--- config.mk ---
export PLATFORM = sky130hd
export DESIGN_NAME = stns_core
export DESIGN_NICKNAME = d
export VERILOG_FILES = /design/src/include/stns_pkg.sv /design/src/core/stns_timer.sv /design/src/core/stns_core.sv
export SDC_FILE = /design/constraint.sdc
export NUM_CORES = 1
export LEC_CHECK = 0
export BUFFER_PORTS_ARGS = -buffer_cell sky130_fd_sc_hd__buf_2
export CAP_MARGIN = 10
export CORE_MARGIN = 1.5
export CORE_UTILIZATION = 50
export DETAILED_ROUTE_END_ITERATION = 8
export GPL_TIMING_DRIVEN = 0
export HOLD_SLACK_MARGIN = 0.1
export PLACE_DENSITY = 0.73
export SYNTH_ARGS = -nofsm -noshare
export SYNTH_HDL_FRONTEND = slang
export SYNTH_SLANG_ARGS = --single-unit
--- constraint.sdc ---
create_clock -name ref_clk -period 10.1 [get_ports ref_clk]
set_input_delay 1.01 -clock ref_clk [delete_from_list [all_inputs] [get_ports ref_clk]]
set_output_delay 1.01 -clock ref_clk [all_outputs]
set_load 0.01 [all_outputs]
--- src/include/stns_pkg.sv ---
// constants and types for the target negotiation and status block
// Summary of operation
// - reply offset not larger, period not shorter
// - device proposes safe offset and workable period
// - zero offset or reject means asynchronous
// - agreement holds until reset or renegotiation
// - asynchronous mode after power, device reset, RST
// - negotiate only after selection with both IDs
// - good status code 0H on success
// - check condition 2H when sense set
// - busy 8H when command cannot be accepted
// - intermediate 10H in chain, else chain breaks
// - reservation conflict 18H for other owners
// - check condition holds allegiance until cleared
// - sense data returned clears the allegiance
// - other initiators get busy during allegiance
// - wait 2.4 us before arbitration check
// - wait 200 us after disconnect before arbitration
// - request negated at least 90 ns; code enforces this in synchronous mode only
// - ready within 250 us reset, 10 s power
// - no busy answer 18 us after select
// - wait 250 us for busy before timeout
// - period field counts 4 ns units
// - offset at most 15, zero is asynchronous
`default_nettype none
package stns_pkg;
  localparam int CLK_NS = 4;
  localparam int PER_UNIT_NS = 4;
  localparam int ARB_NS = 2400;
  localparam int ARB_CYC = (ARB_NS + CLK_NS - 1) / CLK_NS;
  localparam int NEG_NS = 90;
  localparam int NEG_CYC = (NEG_NS + CLK_NS - 1) / CLK_NS;
  localparam int ASRT_NS = 30;
  localparam int ASRT_CYC = (ASRT_NS + CLK_NS - 1) / CLK_NS;
  localparam int DISC_US = 200;
  localparam int SELAB_US = 18;
  localparam int SELTO_US = 250;
  localparam int RSTRDY_US = 250;
  localparam longint PWRRDY_S = 10;
  localparam int unsigned DISC_CYC = (DISC_US * 1000 + CLK_NS - 1) / CLK_NS;
  localparam int unsigned SELAB_CYC = SELAB_US * 1000 / CLK_NS;
  localparam int unsigned SELTO_CYC = (SELTO_US * 1000 + CLK_NS - 1) / CLK_NS;
  localparam int unsigned RSTRDY_CYC = RSTRDY_US * 1000 / CLK_NS;
  localparam int unsigned PWRRDY_CYC = 32'(PWRRDY_S * 1000000000 / CLK_NS);
  localparam logic [7:0] NEG_LIM = 8'(NEG_CYC - 1);
  localparam logic [7:0] ASRT_LIM = 8'(ASRT_CYC - 1);
  localparam logic [7:0] SAT8 = 8'hFF;
  localparam int TMR_W = 32;
  localparam int N_TMR = 5;
  localparam int T_ARB = 0;
  localparam int T_DISC = 1;
  localparam int T_SELAB = 2;
  localparam int T_SELTO = 3;
  localparam int T_READY = 4;
  localparam logic [7:0] MAX_OFFSET = 8'h0F;
  localparam logic [7:0] DEV_OFFSET = 8'h08;
  localparam logic [7:0] DEV_PERIOD = 8'h19;
  localparam logic [7:0] MIN_PERIOD = 8'h19;
  localparam logic [7:0] ST_GOOD = 8'h00;
  localparam logic [7:0] ST_CHECK = 8'h02;
  localparam logic [7:0] ST_BUSY = 8'h08;
  localparam logic [7:0] ST_INTER = 8'h10;
  localparam logic [7:0] ST_CONFLICT = 8'h18;
  typedef enum logic [1:0] {
    NEG_IDLE = 2'b00,
    NEG_WAIT = 2'b01
  } stns_neg_type;
  typedef enum logic [1:0] {
    REQ_IDLE = 2'b00,
    REQ_HIGH = 2'b01,
    REQ_LOW  = 2'b10
  } stns_req_type;
  typedef struct packed {
    logic [7:0] period;
    logic [7:0] offset;
  } stns_sdtr_type;
  typedef struct packed {
    logic       valid;
    logic [2:0] init_id;
    logic       is_sense;
  } stns_start_type;
  typedef struct packed {
    logic       valid;
    logic [2:0] init_id;
    logic       check;
    logic       no_accept;
    logic       reserved_other;
    logic       linked;
    logic       last;
  } stns_end_type;
endpackage
`default_nettype wire

--- src/core/stns_timer.sv ---
// one-shot delay timer, restarted by every start pulse
`default_nettype none
module stns_timer
  import stns_pkg::*;
(
  input  wire logic             ref_clk,
  input  wire logic             reset_n,
  input  wire logic             start,
  input  wire logic [TMR_W-1:0] target,
  output logic                  expired
);
  logic [TMR_W-1:0] cnt_r;
  logic [TMR_W-1:0] cnt_nxt;
  logic             run_r;

  assign cnt_nxt = cnt_r + 32'h1;

  // expired rises exactly target edges after the start edge
  always_ff @(posedge ref_clk) begin
    if (!reset_n) begin
      cnt_r <= '0;
      run_r <= 1'b0;
      expired <= 1'b0;
    end else if (start) begin
      cnt_r <= '0;
      run_r <= 1'b1;
      expired <= 1'b0;
    end else if (run_r) begin
      cnt_r <= cnt_nxt;
      if (cnt_nxt >= target) begin
        run_r <= 1'b0;
        expired <= 1'b1;
      end
    end
  end
endmodule
`default_nettype wire

--- src/core/stns_core.sv ---
// target negotiation, completion status, allegiance and bus timing
`default_nettype none
module stns_core
  import stns_pkg::*;
#(
  parameter int unsigned DISC_CYCLES   = DISC_CYC,
  parameter int unsigned SELAB_CYCLES  = SELAB_CYC,
  parameter int unsigned SELTO_CYCLES  = SELTO_CYC,
  parameter int unsigned RSTRDY_CYCLES = RSTRDY_CYC,
  parameter int unsigned PWRRDY_CYCLES = PWRRDY_CYC
)
(
  input  wire logic           ref_clk,
  input  wire logic           reset_n,
  input  wire logic           bus_rst,
  input  wire logic           nexus_ok,
  input  wire logic           neg_start,
  input  wire logic           sdtr_rx_valid,
  input  wire stns_sdtr_type  sdtr_rx,
  input  wire logic           msg_reject_rx,
  input  wire logic           bdr_rx,
  input  wire logic           abort_rx,
  input  wire stns_start_type cmd_start,
  input  wire stns_end_type   cmd_end,
  input  wire logic           sense_done,
  input  wire logic [2:0]     sense_id,
  input  wire logic           arb_begin,
  input  wire logic           disc_release,
  input  wire logic           sel_seen,
  input  wire logic           resel_begin,
  input  wire logic           bsy_seen,
  input  wire logic           xfer_want,
  input  wire logic           ack_in,
  output logic                sdtr_tx_valid,
  output stns_sdtr_type       sdtr_tx,
  output stns_sdtr_type       agreed,
  output logic                sync_mode,
  output logic                status_valid,
  output logic [7:0]          status_byte,
  output logic                link_broken,
  output logic                ca_active,
  output logic [2:0]          ca_owner,
  output logic                arb_check_ok,
  output logic                arb_allowed,
  output logic                bsy_resp_ok,
  output logic                sel_timeout,
  output logic                unit_ready,
  output logic                req_out,
  output logic [4:0]          req_pending
);
  stns_neg_type    neg_state_r;
  stns_req_type    req_st_r;
  stns_sdtr_type   agreed_r;
  stns_sdtr_type   tx_r;
  stns_sdtr_type   reply;
  logic            tx_valid_r;
  logic            sync_mode_r;
  logic            status_valid_r;
  logic [7:0]      status_byte_r;
  logic [7:0]      end_code;
  logic            link_broken_r;
  logic            ca_active_r;
  logic [2:0]      ca_owner_r;
  logic            ca_other;
  logic            ca_set;
  logic            ca_clr;
  logic            arb_allowed_r;
  logic            bsy_ok_r;
  logic            selto_wait_r;
  logic            sel_to_r;
  logic            ready_r;
  logic            boot_r;
  logic            pwr_phase_r;
  logic            req_r;
  logic            req_go;
  logic            ack_q_r;
  logic            ack_rise;
  logic [4:0]      outst_r;
  logic [7:0]      gap_r;
  logic [7:0]      lo_r;
  logic [7:0]      hi_r;
  logic [7:0]      per_cyc;
  logic [N_TMR-1:0] tmr_start;
  logic [N_TMR-1:0] tmr_exp;
  logic [TMR_W-1:0] tmr_target [N_TMR];

  function automatic logic [7:0] min8(input logic [7:0] a,
                                      input logic [7:0] b);
    min8 = (a < b) ? a : b;
  endfunction

  function automatic logic [7:0] max8(input logic [7:0] a,
                                      input logic [7:0] b);
    max8 = (a > b) ? a : b;
  endfunction

  // busy outranks everything: an unaccepted command was never run
  function automatic logic [7:0] status_code(input stns_end_type e,
                                             input logic blocked);
    if (e.no_accept || blocked) begin
      status_code = ST_BUSY;
    end else if (e.reserved_other) begin
      status_code = ST_CONFLICT;
    end else if (e.check) begin
      status_code = ST_CHECK;
    end else if (e.linked && !e.last) begin
      status_code = ST_INTER;
    end else begin
      status_code = ST_GOOD;
    end
  endfunction

  // ---- negotiation ----
  // reply clamps to our limits: offset down, period up
  assign reply.offset = min8(sdtr_rx.offset, MAX_OFFSET);
  assign reply.period = max8(sdtr_rx.period, MIN_PERIOD);

  always_ff @(posedge ref_clk) begin
    if (!reset_n) begin
      neg_state_r <= NEG_IDLE;
      agreed_r <= '0;
      tx_r <= '0;
      tx_valid_r <= 1'b0;
    end else begin
      tx_valid_r <= 1'b0;
      if (bus_rst || bdr_rx) begin
        neg_state_r <= NEG_IDLE;
        agreed_r <= '0;
      end else begin
        case (neg_state_r)
          NEG_IDLE: begin
            if (sdtr_rx_valid && nexus_ok) begin
              tx_valid_r <= 1'b1;
              tx_r <= reply;
              agreed_r <= reply;
            end else if (neg_start && nexus_ok) begin
              tx_valid_r <= 1'b1;
              tx_r.offset <= DEV_OFFSET;
              tx_r.period <= DEV_PERIOD;
              neg_state_r <= NEG_WAIT;
            end
          end
          NEG_WAIT: begin
            if (msg_reject_rx) begin
              agreed_r <= '0;
              neg_state_r <= NEG_IDLE;
            end else if (sdtr_rx_valid) begin
              // an answer outside our proposal is not trusted
              if (sdtr_rx.offset != 8'h00 &&
                  sdtr_rx.offset <= DEV_OFFSET &&
                  sdtr_rx.period >= DEV_PERIOD) begin
                agreed_r <= sdtr_rx;
              end else begin
                agreed_r <= '0;
              end
              neg_state_r <= NEG_IDLE;
            end
          end
          default: neg_state_r <= NEG_IDLE;
        endcase
      end
    end
  end

  // follows the agreement one cycle later
  always_ff @(posedge ref_clk) begin
    if (!reset_n) begin
      sync_mode_r <= 1'b0;
    end else begin
      sync_mode_r <= (agreed_r.offset != 8'h00);
    end
  end

  // ---- completion status ----
  assign ca_other = ca_active_r && (cmd_end.init_id != ca_owner_r);
  assign end_code = status_code(cmd_end, ca_other);

  always_ff @(posedge ref_clk) begin
    if (!reset_n) begin
      status_valid_r <= 1'b0;
      status_byte_r <= ST_GOOD;
      link_broken_r <= 1'b0;
    end else begin
      status_valid_r <= cmd_end.valid;
      if (bus_rst || bdr_rx) begin
        link_broken_r <= 1'b0;
      end else if (cmd_end.valid) begin
        status_byte_r <= end_code;
        link_broken_r <= cmd_end.linked && !cmd_end.last &&
                         (end_code != ST_INTER);
      end
    end
  end

  // ---- contingent allegiance ----
  assign ca_set = cmd_end.valid && (end_code == ST_CHECK);
  assign ca_clr = bus_rst || abort_rx || bdr_rx ||
                  (cmd_start.valid && !cmd_start.is_sense &&
                   cmd_start.init_id == ca_owner_r) ||
                  (sense_done && sense_id == ca_owner_r);

  // a fresh check condition wins over a clear in the same cycle
  always_ff @(posedge ref_clk) begin
    if (!reset_n) begin
      ca_active_r <= 1'b0;
      ca_owner_r <= 3'h0;
    end else if (ca_set) begin
      ca_active_r <= 1'b1;
      ca_owner_r <= cmd_end.init_id;
    end else if (ca_clr) begin
      ca_active_r <= 1'b0;
    end
  end

  // ---- bus timing ----
  assign tmr_start[T_ARB] = arb_begin;
  assign tmr_start[T_DISC] = disc_release;
  assign tmr_start[T_SELAB] = sel_seen;
  assign tmr_start[T_SELTO] = resel_begin;
  assign tmr_start[T_READY] = boot_r || bus_rst;
  assign tmr_target[T_ARB] = TMR_W'(ARB_CYC);
  assign tmr_target[T_DISC] = DISC_CYCLES;
  assign tmr_target[T_SELAB] = SELAB_CYCLES;
  assign tmr_target[T_SELTO] = SELTO_CYCLES;
  assign tmr_target[T_READY] = pwr_phase_r ? PWRRDY_CYCLES
                                           : RSTRDY_CYCLES;

  generate
    for (genvar i = 0; i < N_TMR; i++) begin : g_tmr
      stns_timer u_tmr (
        .ref_clk (ref_clk),
        .reset_n (reset_n),
        .start   (tmr_start[i]),
        .target  (tmr_target[i]),
        .expired (tmr_exp[i])
      );
    end
  endgenerate

  always_ff @(posedge ref_clk) begin
    if (!reset_n) begin
      arb_allowed_r <= 1'b1;
      bsy_ok_r <= 1'b0;
    end else begin
      if (disc_release) begin
        arb_allowed_r <= 1'b0;
      end else if (tmr_exp[T_DISC]) begin
        arb_allowed_r <= 1'b1;
      end
      // retriggered on every select seen; late answers are dropped
      if (sel_seen) begin
        bsy_ok_r <= 1'b1;
      end else if (tmr_exp[T_SELAB]) begin
        bsy_ok_r <= 1'b0;
      end
    end
  end

  always_ff @(posedge ref_clk) begin
    if (!reset_n) begin
      selto_wait_r <= 1'b0;
      sel_to_r <= 1'b0;
    end else begin
      sel_to_r <= 1'b0;
      if (resel_begin) begin
        selto_wait_r <= 1'b1;
      end else if (bsy_seen) begin
        selto_wait_r <= 1'b0;
      end else if (selto_wait_r && tmr_exp[T_SELTO]) begin
        selto_wait_r <= 1'b0;
        sel_to_r <= 1'b1;
      end
    end
  end

  // readiness: long wait after power-up, short one after bus reset
  always_ff @(posedge ref_clk) begin
    if (!reset_n) begin
      boot_r <= 1'b1;
      pwr_phase_r <= 1'b1;
      ready_r <= 1'b0;
    end else begin
      boot_r <= 1'b0;
      if (bus_rst) begin
        pwr_phase_r <= 1'b0;
        ready_r <= 1'b0;
      end else if (tmr_exp[T_READY] && !boot_r) begin
        ready_r <= 1'b1;
      end
    end
  end

  // ---- request pacing ----
  assign per_cyc = 8'(32'(agreed_r.period) * PER_UNIT_NS / CLK_NS);
  assign ack_rise = ack_in && !ack_q_r;
  assign req_go = (req_st_r == REQ_IDLE) && xfer_want && !bus_rst &&
                  (!sync_mode_r ||
                   (({3'b000, outst_r} < agreed_r.offset) &&
                    gap_r >= per_cyc &&
                    lo_r >= NEG_LIM));

  always_ff @(posedge ref_clk) begin
    if (!reset_n) begin
      ack_q_r <= 1'b0;
      gap_r <= SAT8;
      lo_r <= SAT8;
      hi_r <= 8'h00;
    end else begin
      ack_q_r <= ack_in;
      if (req_go) begin
        gap_r <= 8'h01;
      end else if (gap_r != SAT8) begin
        gap_r <= gap_r + 8'h01;
      end
      if (req_r) begin
        lo_r <= 8'h00;
      end else if (lo_r != SAT8) begin
        lo_r <= lo_r + 8'h01;
      end
      if (req_r) begin
        hi_r <= hi_r + 8'h01;
      end else begin
        hi_r <= 8'h00;
      end
    end
  end

  always_ff @(posedge ref_clk) begin
    if (!reset_n) begin
      req_st_r <= REQ_IDLE;
      req_r <= 1'b0;
    end else if (bus_rst) begin
      req_st_r <= REQ_IDLE;
      req_r <= 1'b0;
    end else begin
      case (req_st_r)
        REQ_IDLE: begin
          if (req_go) begin
            req_r <= 1'b1;
            req_st_r <= REQ_HIGH;
          end
        end
        REQ_HIGH: begin
          if (sync_mode_r && hi_r >= ASRT_LIM) begin
            req_r <= 1'b0;
            req_st_r <= REQ_IDLE;
          end else if (!sync_mode_r && ack_in) begin
            req_r <= 1'b0;
            req_st_r <= REQ_LOW;
          end
        end
        REQ_LOW: begin
          if (!ack_in) begin
            req_st_r <= REQ_IDLE;
          end
        end
        default: req_st_r <= REQ_IDLE;
      endcase
    end
  end

  // outstanding count only meaningful in synchronous mode
  always_ff @(posedge ref_clk) begin
    if (!reset_n) begin
      outst_r <= 5'h00;
    end else if (bus_rst || !sync_mode_r) begin
      outst_r <= 5'h00;
    end else if (req_go && !(ack_rise && outst_r != 5'h00)) begin
      outst_r <= outst_r + 5'h01;
    end else if (!req_go && ack_rise && outst_r != 5'h00) begin
      outst_r <= outst_r - 5'h01;
    end
  end

  assign sdtr_tx_valid = tx_valid_r;
  assign sdtr_tx = tx_r;
  assign agreed = agreed_r;
  assign sync_mode = sync_mode_r;
  assign status_valid = status_valid_r;
  assign status_byte = status_byte_r;
  assign link_broken = link_broken_r;
  assign ca_active = ca_active_r;
  assign ca_owner = ca_owner_r;
  assign arb_check_ok = tmr_exp[T_ARB];
  assign arb_allowed = arb_allowed_r;
  assign bsy_resp_ok = bsy_ok_r;
  assign sel_timeout = sel_to_r;
  assign unit_ready = ready_r;
  assign req_out = req_r;
  assign req_pending = outst_r;
endmodule
`default_nettype wire

==> run_results.csv, run 1 <==
group,metric,value,unit
outcome,status,"completed",
routing,drtIter0Drc,748,
place,dp.final_hpwl,24700,um
clocking,numCtsBuffers,29,
die,dieArea,29100,sq um
clocking,h-tree-depth,1,
layout,final_core_util,0.579,
power,power.leakage,6.03,nW
sta,holdWs,0.450,ns
yosys,yosysSeqAreaShare,0.363,
layout,nets,1955,
yosys,synth_area,14000,sq um
layout,syn_to_final_growth,14.4,%
sta,rsz0062_at_grt,"no",
yosys,synth_top_flop_cell,"dfxtp_1",
die,die_x,170,um
sta,fin_crit_sh,0.436,
place,numPortBuffers,102,
layout,final_common_cell,"dfxtp_1",
sta,timing.setup.tns,0,ns
clocking,insertion_delay,0.54,ns
worst_setup_path,cp-start-kind,"flop",
sta,min_period,4.41,ns
die,die_y,170,um
clocking,clkTransAtPathRegs,0.06,ns
routing,via_count,12700,
worst_setup_path,cp_max_fo,10,
die,std_cell_rows,61,
worst_setup_path,slowest_delay,0.48,ns
clocking,cts_tree,"yes",
yosys,netlist_instances,1733,
routing,wl,33800,um
layout,drive_gt1_frac,0.101,
run,max-cap-violations,0,
global_route,grt_overflow_total,0,
yosys,async_reset_ff_frac,0,
global_route,grt_use_total,0.232,
sta,finalSetupViolCount,0,
routing,dr.pass1.iters,5,
sta,slew_headroom,0.323,
sta,fin_skew,0.0217,ns
routing,viasPerCell,5.59,
power,power,0.00240,W
sta,fmax,227,MHz
yosys,ys_warn_count,0,
die,io_pins,109,
clocking,cts_hold_buf,0,
power,vdd_drop_max,137,uV
clocking,postCtsResizedCells,0,
place,gp_congestion,0.865,
sta,hold_viol,0,
worst_setup_path,cpMaxStageDelayCell,"or4b_1",
global_route,grt_pass1_wl,56200,um
global_route,first_global_vias,11700,
global_route,grt_max_degree,14,
yosys,synth_edf_count,0,
worst_setup_path,crit_arrival,4.86,ns
routing,antenna_left,0,
yosys,syn_avg_cell_area,8.09,sq um
clocking,postCtsSetupRepairBufs,0,
die,floorplan.initialDensity,0.506,
worst_setup_path,path_class,"reg -> reg",
yosys,synth.distinct_cells,88,
worst_hold_path,min_path_type,"reg -> reg",
yosys,ys_ff_latch,254,
worst_setup_path,endpoint_kind,"flop",
sta,worst-slew-pin-transition,1.01,ns
clocking,root_buffer,"clkbuf_16",
layout,final_cell_mix,"dfxtp_1, nor2_1, nand2_1",
clocking,clockBufferDepth,3,
routing,wl_per_cell,14.9,um
routing,route.detailed.drc,0,
clocking,clock-sinks,254,
worst_setup_path,critPathRequiredTime,10.55,ns
worst_setup_path,crit_top_cell,"a21o_1",
worst_setup_path,crit_chain,"inv_1 -> ha_1 -> a21o_1 -> a21o_1 -> a211oi_1 -> o21ai_0 -> o21a_1 -> nor2_1 -> clkbuf_1 -> nand2_1 -> ha_1 -> a21o_1 -> a21oi_1 -> nor2_1 -> or4b_1 -> nand4_1 -> nor3b_1",
sta,drv_slew,0,
power,power.density,150,nW/um^2
global_route,antenna_found_initial,5,
die,coreArea,27700,sq um
-- critical path: cells and delay by family (launching register included) --
kind | cells | cell delay, ns
simple gates | 6 | 1.40
buf+inv | 2 | 0.52
compound gates | 7 | 1.28
fa+ha+maj | 2 | 0.68
flops | 1 | 0.44
-- cells in the mapped netlist (all sizes together) (4+ instances only) --
cell type	count	area share
nand3b	5	0.0027
o31a	4	0.0025
o21ai	75	0.027
or2	9	0.0040
and3	51	0.023
nor3	53	0.020
or3	37	0.017
a21o	11	0.0060
mux2i	22	0.016
and2	16	0.0071
nor2	248	0.066
o31ai	14	0.0085
xnor2	91	0.057
a311oi	6	0.0037
nand2b	12	0.0054
inv	45	0.012
o21a	6	0.0032
clkbuf	80	0.021
nor2b	7	0.0031
buf	15	0.0083
a22oi	8	0.0043
nand4b	5	0.0031
nand4	65	0.031
a31oi	15	0.0067
nand3	97	0.035
o211a	5	0.0036
nor3b	8	0.0043
a32oi	4	0.0025
xor2	130	0.081
a211oi	13	0.0070
dfxtp	254	0.36
nor4	16	0.0091
o2111ai	5	0.0031
or4	12	0.0070
and4	10	0.0062
a21oi	58	0.021
o211ai	10	0.0054
ha	34	0.030
nand2	137	0.037
-- flip-flops by register name, indices dropped and copies added (netlist names), 5 cells and up --
name	count
agreed	16
g_tmr.u_tmr.cnt_r	160
g_tmr.u_tmr.expired	5
g_tmr.u_tmr.run_r	5
gap_r	8
hi_r	8
lo_r	8
req_pending	5
sdtr_tx	16
-- path summary, 6_finish.rpt --
check | start | endpoint | slack (ns) | depth (start not counted)
worst max register to register | agreed[1]$_SDFFE_PP0P_ | req_pending[4]$_SDFFE_PP0P_ | 5.69 | 17
worst min register to register | g_tmr[1].u_tmr.expired$_SDFFE_PP0P_ | g_tmr[1].u_tmr.expired$_SDFFE_PP0P_ | 0.45 | 2
worst max-delay path | agreed[1]$_SDFFE_PP0P_ | req_pending[4]$_SDFFE_PP0P_ | 5.69 | 17
worst min-delay path | g_tmr[1].u_tmr.expired$_SDFFE_PP0P_ | g_tmr[1].u_tmr.expired$_SDFFE_PP0P_ | 0.45 | 2
-- kinds of logic after synthesis --
group | count (synthesis) | synth area share
and+or+nand+nor | 796 | 0.286
AOI/OAI and AO/OA | 261 | 0.122
DFF | 254 | 0.363
xor gates and xnor gates | 221 | 0.138
buffers and inverters | 142 | 0.0434
adders and majority gates | 35 | 0.0318
muxes | 23 | 0.0165
other | 1 | 0.000267
-- routing by layer --
metal | part of all wire | vias up | GRT usage
met2 | 0.46 | 276 | 0.388
met3 | 0.051 | 63 | 0.0372
met4 | 0.025 | 2 | 0.0635
li1 | - | 6370 | -
met5 | 0.00036 | - | 0
met1 | 0.46 | 5995 | 0.310
-- final cells by class --
type                       count  area, sq um
antenna                        4         10.0
buffer                        97          440
clock buffer                  42          855
clock inverter                 9          151
fill                        2494        11700
inverter                      45          169
multi-input combinational   1341         8350
sequential                   254         5080
tap                          378          473
timing repair buffer         102          510
-- report_power, final --
| group | internal (W) | switching, W | leakage [nW] |
|---|---|---|---|
| clock | 0.000684 | 0.000415 | 0.494 |
| sequential | 0.00103 | 0.0000345 | 2.06 |
| combinational | 0.0000977 | 0.000133 | 3.48 |
| total | 0.00182 | 0.000583 | 6.03 |
-- stage by stage --
stage | setup WS (ns) | cells | instance area (sq um)
2_1_floorplan | 6.28 | 1737 | 14000
3_3_place_gp | 5.61 | 2217 | 15000
3_5_place_dp | 5.56 | 2217 | 15000
4_1_cts | 5.78 | 2268 | 16000
5_1_grt | 5.42 | 2270 | 16000
6_report | 5.69 | 2272 | 16000
Note: power is estimated with default switching activity, not from simulation.
==> run 2, diff against run 1 <==
--- a/config.mk
+++ b/config.mk
@@ -5,6 +5,7 @@
 export SDC_FILE = /design/constraint.sdc
 export NUM_CORES = 1
 export LEC_CHECK = 0
+export ABC_AREA = 1
 export BUFFER_PORTS_ARGS = -buffer_cell sky130_fd_sc_hd__buf_2
 export CAP_MARGIN = 10
 export CORE_MARGIN = 1.5
@@ -12,7 +13,7 @@
 export DETAILED_ROUTE_END_ITERATION = 8
 export GPL_TIMING_DRIVEN = 0
 export HOLD_SLACK_MARGIN = 0.1
-export PLACE_DENSITY = 0.73
+export PLACE_DENSITY = 0.76
 export SYNTH_ARGS = -nofsm -noshare
 export SYNTH_HDL_FRONTEND = slang
 export SYNTH_SLANG_ARGS = --single-unit
==> constraint.sdc (replaced) <==
create_clock -name ref_clk -period 3.6 [get_ports ref_clk]
set_input_delay 0.36 -clock ref_clk [delete_from_list [all_inputs] [get_ports ref_clk]]
set_output_delay 0.36 -clock ref_clk [all_outputs]
set_load 0.01 [all_outputs]
==> run 2 against run 1 <==
  * Clock skew decreased by 0.0086 ns
  * Highest routed layer is now met4
  * Largest cell class unchanged
  * Maximum frequency increased by 52%
  * Via count increased by 27%
  * Setup slack worse by 5.0 ns
  * Clock power rose to 3.0 times the previous value
  * Utilization is 0.36 points higher
  * First-iteration DRC count up 61%
  * Critical path depth unchanged
  * Clock-buffer cell count increased by 1
  * Final cell count up 34%
  * Synthesized area up 10%
  * Design area increased by 11%
  * Critical path type unchanged
==> run_results.csv, run 2 <==
group,metric,value,unit
outcome,status,"completed",
yosys,yosysSeqAreaShare,0.329,
routing,drtIter0Drc,1208,
routing,wl,42600,um
yosys,synth_fa_ha_area_frac,0.0288,
sta,hold_viol,0,
place,dp.final_hpwl,32100,um
yosys,synth_edf_count,0,
global_route,grt_use_total,0.266,
yosys,synthXorXnorAreaFrac,0.0425,
place,postPlaceCellArea,16500,sq um
layout,largest_register,"g_tmr.u_tmr.cnt_r",
global_route,grt_overflow_total,0,
yosys,synth_top_cell_area_share,0.329,
sta,postLayoutSetupSlackWorst,0.706,ns
power,vdd_drop_max,289,uV
worst_setup_path,crit_arrival,3.40,ns
place,dpl_worst_slack,0.780,ns
layout,finalNonFillerCells,3035,
worst_hold_path,min-delay-start,"resel_begin",
clocking,postCtsResizedCells,0,
routing,viasPerCell,5.33,
yosys,netlist_instances,2460,
layout,syn_to_final_growth,14.9,%
sta,fin_skew,0.0131,ns
yosys,ys_warn_count,0,
layout,final_cell_mix,"nand2_1, inv_1, nor2_1",
layout,nets,2702,
sta,drv_slew,0,
clocking,clockBufferDepth,3,
routing,wl_per_cell,14.0,um
routing,dr.pass1.iters,6,
die,coreArea,30500,sq um
die,floorplan.initialDensity,0.507,
power,power.leakage,7.92,nW
place,dp.cells,2963,
die,std_cell_rows,64,
yosys,async_reset_ff_frac,0,
sta,fin_crit_sh,0.804,
yosys,synth_top_flop_cell,"dfxtp_1",
worst_setup_path,critPathRequiredTime,4.11,ns
clocking,postCtsSetupRepairBufs,0,
routing,antenna_left,0,
yosys,synth_top_area_cell,"dfxtp_1",
yosys,synth_top_family_by_area,"simple AND/OR/NAND/NOR gates",
die,dieArea,32000,sq um
routing,route.detailed.drc,0,
yosys,ys_ff_latch,254,
clocking,cts_tree,"yes",
clocking,h-tree-depth,1,
sta,holdWs,0.129,ns
worst_setup_path,endpoint_kind,"flop",
global_route,first_global_vias,15400,
clocking,clkTransAtPathRegs,0.06,ns
power,power.density,425,nW/um^2
sta,rsz0062_at_grt,"no",
yosys,yosysMostFrequentCell,"nand2_1",
layout,fin_area,17800,sq um
global_route,antenna_found_initial,1,
worst_setup_path,path_class,"reg -> reg",
routing,via_count,16200,
die,die_y,179,um
clocking,root_buffer,"clkbuf_16",
die,io_pins,109,
place,gp_congestion,0.956,
yosys,synth_top_cells_by_area,"dfxtp_1, nand2_1, inv_1, nor2_1, o21ai_0",
global_route,grt_pass1_wl,70800,um
global_route,grt_max_degree,15,
die,die_x,179,um
sta,worst-slew-pin-transition,0.713,ns
clocking,numCtsBuffers,30,
sta,fmax,346,MHz
yosys,synth_compound_area_frac,0.149,
worst_setup_path,r2r_start,"g_tmr[4].u_tmr.cnt_r[0]$_SDFFE_PP0P_",
clocking,clock-sinks,254,
yosys,synth-simple-area-share,0.345,
layout,final_common_cell,"nand2_1",
place,numPortBuffers,103,
clocking,insertion_delay,0.56,ns
worst_setup_path,cp-start-kind,"flop",
worst_setup_path,crit_start,"g_tmr[4].u_tmr.cnt_r[0]$_SDFFE_PP0P_",
yosys,synth.distinct_cells,53,
sta,min_period,2.89,ns
layout,largest_reg_flops,160,
yosys,synthMuxAreaShare,0,
sta,slew_headroom,0.523,
yosys,syn_avg_cell_area,6.29,sq um
yosys,yosys-top-cells-count,"nand2_1, inv_1, nor2_1",
sta,finalSetupViolCount,0,
run,max-cap-violations,0,
worst_hold_path,min_path_type,"in -> reg",
layout,fill_cells,2898,
layout,drive_gt1_frac,0.0921,
worst_setup_path,cp_max_fo,6,
sta,timing.setup.tns,0,ns
yosys,synth_area,15500,sq um
run 2: power breakdown:
part	total [W]	switching (W)	internal [W]
Combinational	0.00109	0.000696	0.000396
Clock	0.00334	0.00121	0.00213
Sequential	0.00312	0.000154	0.00297
run 2: worst paths after layout:
check	endpoint	slack, ns	cells past startpoint
max	g_tmr[4].u_tmr.expired$_SDFFE_PP0P_	0.71	17
min	g_tmr[3].u_tmr.run_r$_SDFF_PN0_	0.13	3
max reg2reg	g_tmr[4].u_tmr.expired$_SDFFE_PP0P_	0.71	17
min reg2reg	unit_ready$_SDFFE_PP0P_	0.44	2
run 2: cells by family (layout without fill, tap and decap cells):
kind of cell	Yosys count	after routing
other cells	1	6
flops	254	254
simple gates	1248	1248
compound gates	420	420
xor+xnor	75	75
fa+ha+maj	35	35
buf+inv	427	601
run 2: metal layers:
| metal | track usage | up-vias | part of all wire |
|---|---|---|---|
| met3 | 0.0373 | 84 | 0.065 |
| met1 | 0.345 | 7401 | 0.44 |
| met5 | 0 | - | 0 |
| li1 | - | 8180 | - |
| met2 | 0.453 | 498 | 0.46 |
| met4 | 0.0906 | 0 | 0.026 |
run 2: cell type report:
| cell class | count | area, sq um | share of cell area |
|---|---|---|---|
| Multi-Input combinational cell | 1783 | 8760 | 0.493 |
| Sequential cell | 254 | 5080 | 0.286 |
| Inverter | 367 | 1380 | 0.0775 |
| Clock buffer | 43 | 891 | 0.0501 |
| Timing Repair Buffer | 121 | 696 | 0.0391 |
| Tap cell | 396 | 495 | 0.0279 |
| Buffer | 60 | 270 | 0.0152 |
| Clock inverter | 10 | 203 | 0.0114 |
| Antenna cell | 1 | 2.50 | 0.000141 |
run 2: through the flow:
| stage | total power (W) | util |
|---|---|---|
| final | 0.00755 | 0.583 |
| after global placement | 0.00419 | 0.541 |
| after global routing | 0.00790 | 0.583 |
| after CTS | 0.00760 | 0.583 |
| after floorplan | 0.00393 | - |
| after detailed placement | 0.00423 | 0.541 |
run 2: critical path, stage by stage, from the launching register on:
cell	delay, ns
dfxtp_1	0.40
ha_1	0.33
nand2_1	0.08
nor2_1	0.23
nand3_1	0.21
nor2_1	0.21
nand3_1	0.12
xor2_1	0.22
inv_1	0.08
ha_1	0.28
nand3_1	0.07
nor2_1	0.13
nand2_1	0.09
nor2_1	0.10
nand2_1	0.08
nand2_1	0.07
nand3_1	0.06
nand2_1	0.07
run 2: timing repair:
item	4_1_cts	5_1_grt
hold buffers	18	0
hold endpoints to repair	21	0
endpoints found under the setup margin	0	0
==> run 3, diff against run 2 <==
--- a/config.mk
+++ b/config.mk
@@ -13,7 +13,7 @@
 export DETAILED_ROUTE_END_ITERATION = 8
 export GPL_TIMING_DRIVEN = 0
 export HOLD_SLACK_MARGIN = 0.1
-export PLACE_DENSITY = 0.76
+export PLACE_DENSITY = 0.73
 export SYNTH_ARGS = -nofsm -noshare
 export SYNTH_HDL_FRONTEND = slang
 export SYNTH_SLANG_ARGS = --single-unit
==> constraint.sdc (replaced) <==
create_clock -name ref_clk -period 2.83 [get_ports ref_clk]
set_input_delay 0.283 -clock ref_clk [delete_from_list [all_inputs] [get_ports ref_clk]]
set_output_delay 0.283 -clock ref_clk [all_outputs]
set_load 0.01 [all_outputs]
==> run 3 against run 2 <==
  * Clock skew is 0.0065 ns higher
  * Clock power is 18% higher
  * Maximum frequency is 5.8% higher
  * Power is 23% higher
  * Register-to-register slack worse by 0.61 ns
  * Via count is 0.11% lower
  * First-iteration DRC count is 7.2% higher
  * Critical path depth is 4 lower
  * Combinational power is 29% higher
  * Wire length is 0.15% higher
  * Design area is 1.0% higher
  * Critical endpoint is now req_pending[3]$_SDFFE_PP0P_
==> run_results.csv, run 3 (synthesized netlist as in run 2, its figures left out) <==
group,metric,value,unit
outcome,status,"completed",
worst_setup_path,cp_max_fo,6,
clocking,h-tree-depth,1,
worst_setup_path,cpMaxStageDelayCell,"dfxtp_1",
clocking,numCtsBuffers,29,
routing,drtIter0Drc,1295,
worst_setup_path,crit_buf_inv,0,
worst_setup_path,cp-start-kind,"flop",
clocking,clock-sinks,254,
routing,route.detailed.drc,0,
layout,nets,2722,
sta,finalSetupViolCount,0,
place,postPlaceCellArea,16500,sq um
worst_setup_path,path_class,"reg -> reg",
power,power,0.00932,W
worst_setup_path,slowest_delay,0.50,ns
place,gp_congestion,0.947,
global_route,antenna_found_initial,1,
place,numPortBuffers,103,
layout,fin_area,18000,sq um
sta,slew_headroom,0.518,
worst_setup_path,crit_arrival,3.18,ns
layout,largest_register,"g_tmr.u_tmr.cnt_r",
power,power.density,519,nW/um^2
worst_setup_path,critPathRequiredTime,3.28,ns
worst_setup_path,endpoint_kind,"flop",
worst_setup_path,crit_chain,"ha_1 -> a21oi_1 -> o21ai_0 -> nand2_1 -> nand4_1 -> nand2_2 -> nand3_4 -> ha_1 -> a21oi_1 -> nand2_1 -> xor2_1 -> nor2_1 -> nor2_1",
routing,viasPerCell,5.28,
place,dpl_worst_slack,-0.0163,ns
run,max-cap-violations,0,
layout,largest_reg_flops,160,
global_route,first_global_vias,15100,
global_route,grt_pass1_wl,69500,um
die,die_y,179,um
die,std_cell_rows,64,
clocking,cts_tree,"yes",
layout,final_common_cell,"nand2_1",
sta,worst-slew-pin-transition,0.720,ns
layout,syn_to_final_growth,16.1,%
sta,fmax,366,MHz
routing,wl,42600,um
layout,drive_gt1_frac,0.100,
sta,min_period,2.73,ns
die,dieArea,32000,sq um
sta,postLayoutSetupSlackWorst,0.0958,ns
power,power.leakage,7.97,nW
routing,wl_per_cell,13.9,um
layout,finalNonFillerCells,3056,
global_route,grt_max_degree,16,
power,vdd_drop_max,404,uV
layout,final_cell_mix,"nand2_1, inv_1, nor2_1",
sta,fin_crit_sh,0.966,
die,io_pins,109,
worst_hold_path,min_path_type,"in -> reg",
sta,drv_slew,0,
clocking,root_buffer,"clkbuf_16",
clocking,insertion_delay,0.57,ns
global_route,grt_use_total,0.263,
clocking,clockBufferDepth,3,
routing,dr.pass1.iters,5,
clocking,clkTransAtPathRegs,0.06,ns
die,die_x,179,um
sta,hold_viol,0,
place,dp.final_hpwl,31400,um
routing,via_count,16100,
die,coreArea,30500,sq um
die,floorplan.initialDensity,0.507,
sta,fin_skew,0.0196,ns
layout,final_core_util,0.589,
place,dp.cells,2963,
global_route,grt_overflow_total,0,
worst_setup_path,path_delay_family,"simple AND/OR/NAND/NOR gates",
routing,antenna_left,0,
## run 3: cell count changes in the layout (fill, tap and decap cells not counted), moves of 3 or more
cell           previous run  this run
dlygate4sd3_1            18        33
buf_4                     6        12
dfxtp_1                 254       248
dfxtp_2                   0         6
nor2_1                  323       318
clkinv_2                  3         7
bufinv_16                 6         3
nor2_2                   30        33
## run 3: metrics by stage
step | hold slack, ns | setup TNS (ns)
floorplan | 0.355 | 0
global placement | 0.420 | -0.00687
CTS | 0.143 | 0
detailed placement | 0.431 | -0.0336
finish | 0.174 | 0
global route | 0.186 | -0.186
## run 3: worst paths after layout
check / start / end / slack, ns / cells after the start
setup / recovery: req_pending[1]$_SDFFE_PP0P_ / req_pending[3]$_SDFFE_PP0P_ / 0.1 / 13
hold / removal: nexus_ok / sdtr_tx[0]$_SDFFE_PN0P_ / 0.17 / 5
setup reg to reg: req_pending[1]$_SDFFE_PP0P_ / req_pending[3]$_SDFFE_PP0P_ / 0.1 / 13
hold reg to reg: g_tmr[4].u_tmr.expired$_SDFFE_PP0P_ / unit_ready$_SDFFE_PP0P_ / 0.44 / 2
## run 3: area by class of cell
type	instances	area, sq um
flip-flops and latches	254	5090
multi-input cells	1783	8830
fillers	2923	12500
repair buffers	142	891
diodes	1	2.50
clock inverters	12	153
inverters	367	1380
plain buffers	60	270
clock buffers	41	851
well taps	396	495
## run 3: metal layers
layer,global-route usage,up-vias,part of all wire
met3,0.0350,84,0.058
met5,0,-,0
met4,0.0844,0,0.027
li1,-,8221,-
met2,0.452,498,0.47
met1,0.338,7343,0.45
## run 3: power breakdown
group / internal (W) / switching (W)
clock: 0.00236 / 0.00156
sequential: 0.00378 / 0.000201
combinational: 0.000522 / 0.000890
total: 0.00667 / 0.00265
## run 3: worst min-delay path, cell delays in order
cell and delay, ns:
buf_2 0.12, nand2_1 0.10, nor2_1 0.08, nand2_1 0.06, a21oi_1 0.05
## run 3: timing repair
item	CTS	global route
hold endpoints to repair	43	0
pin swaps	0	7
setup endpoints to repair	3	4
setup buffers	0	6
hold buffers	33	0
resized for setup	3	18
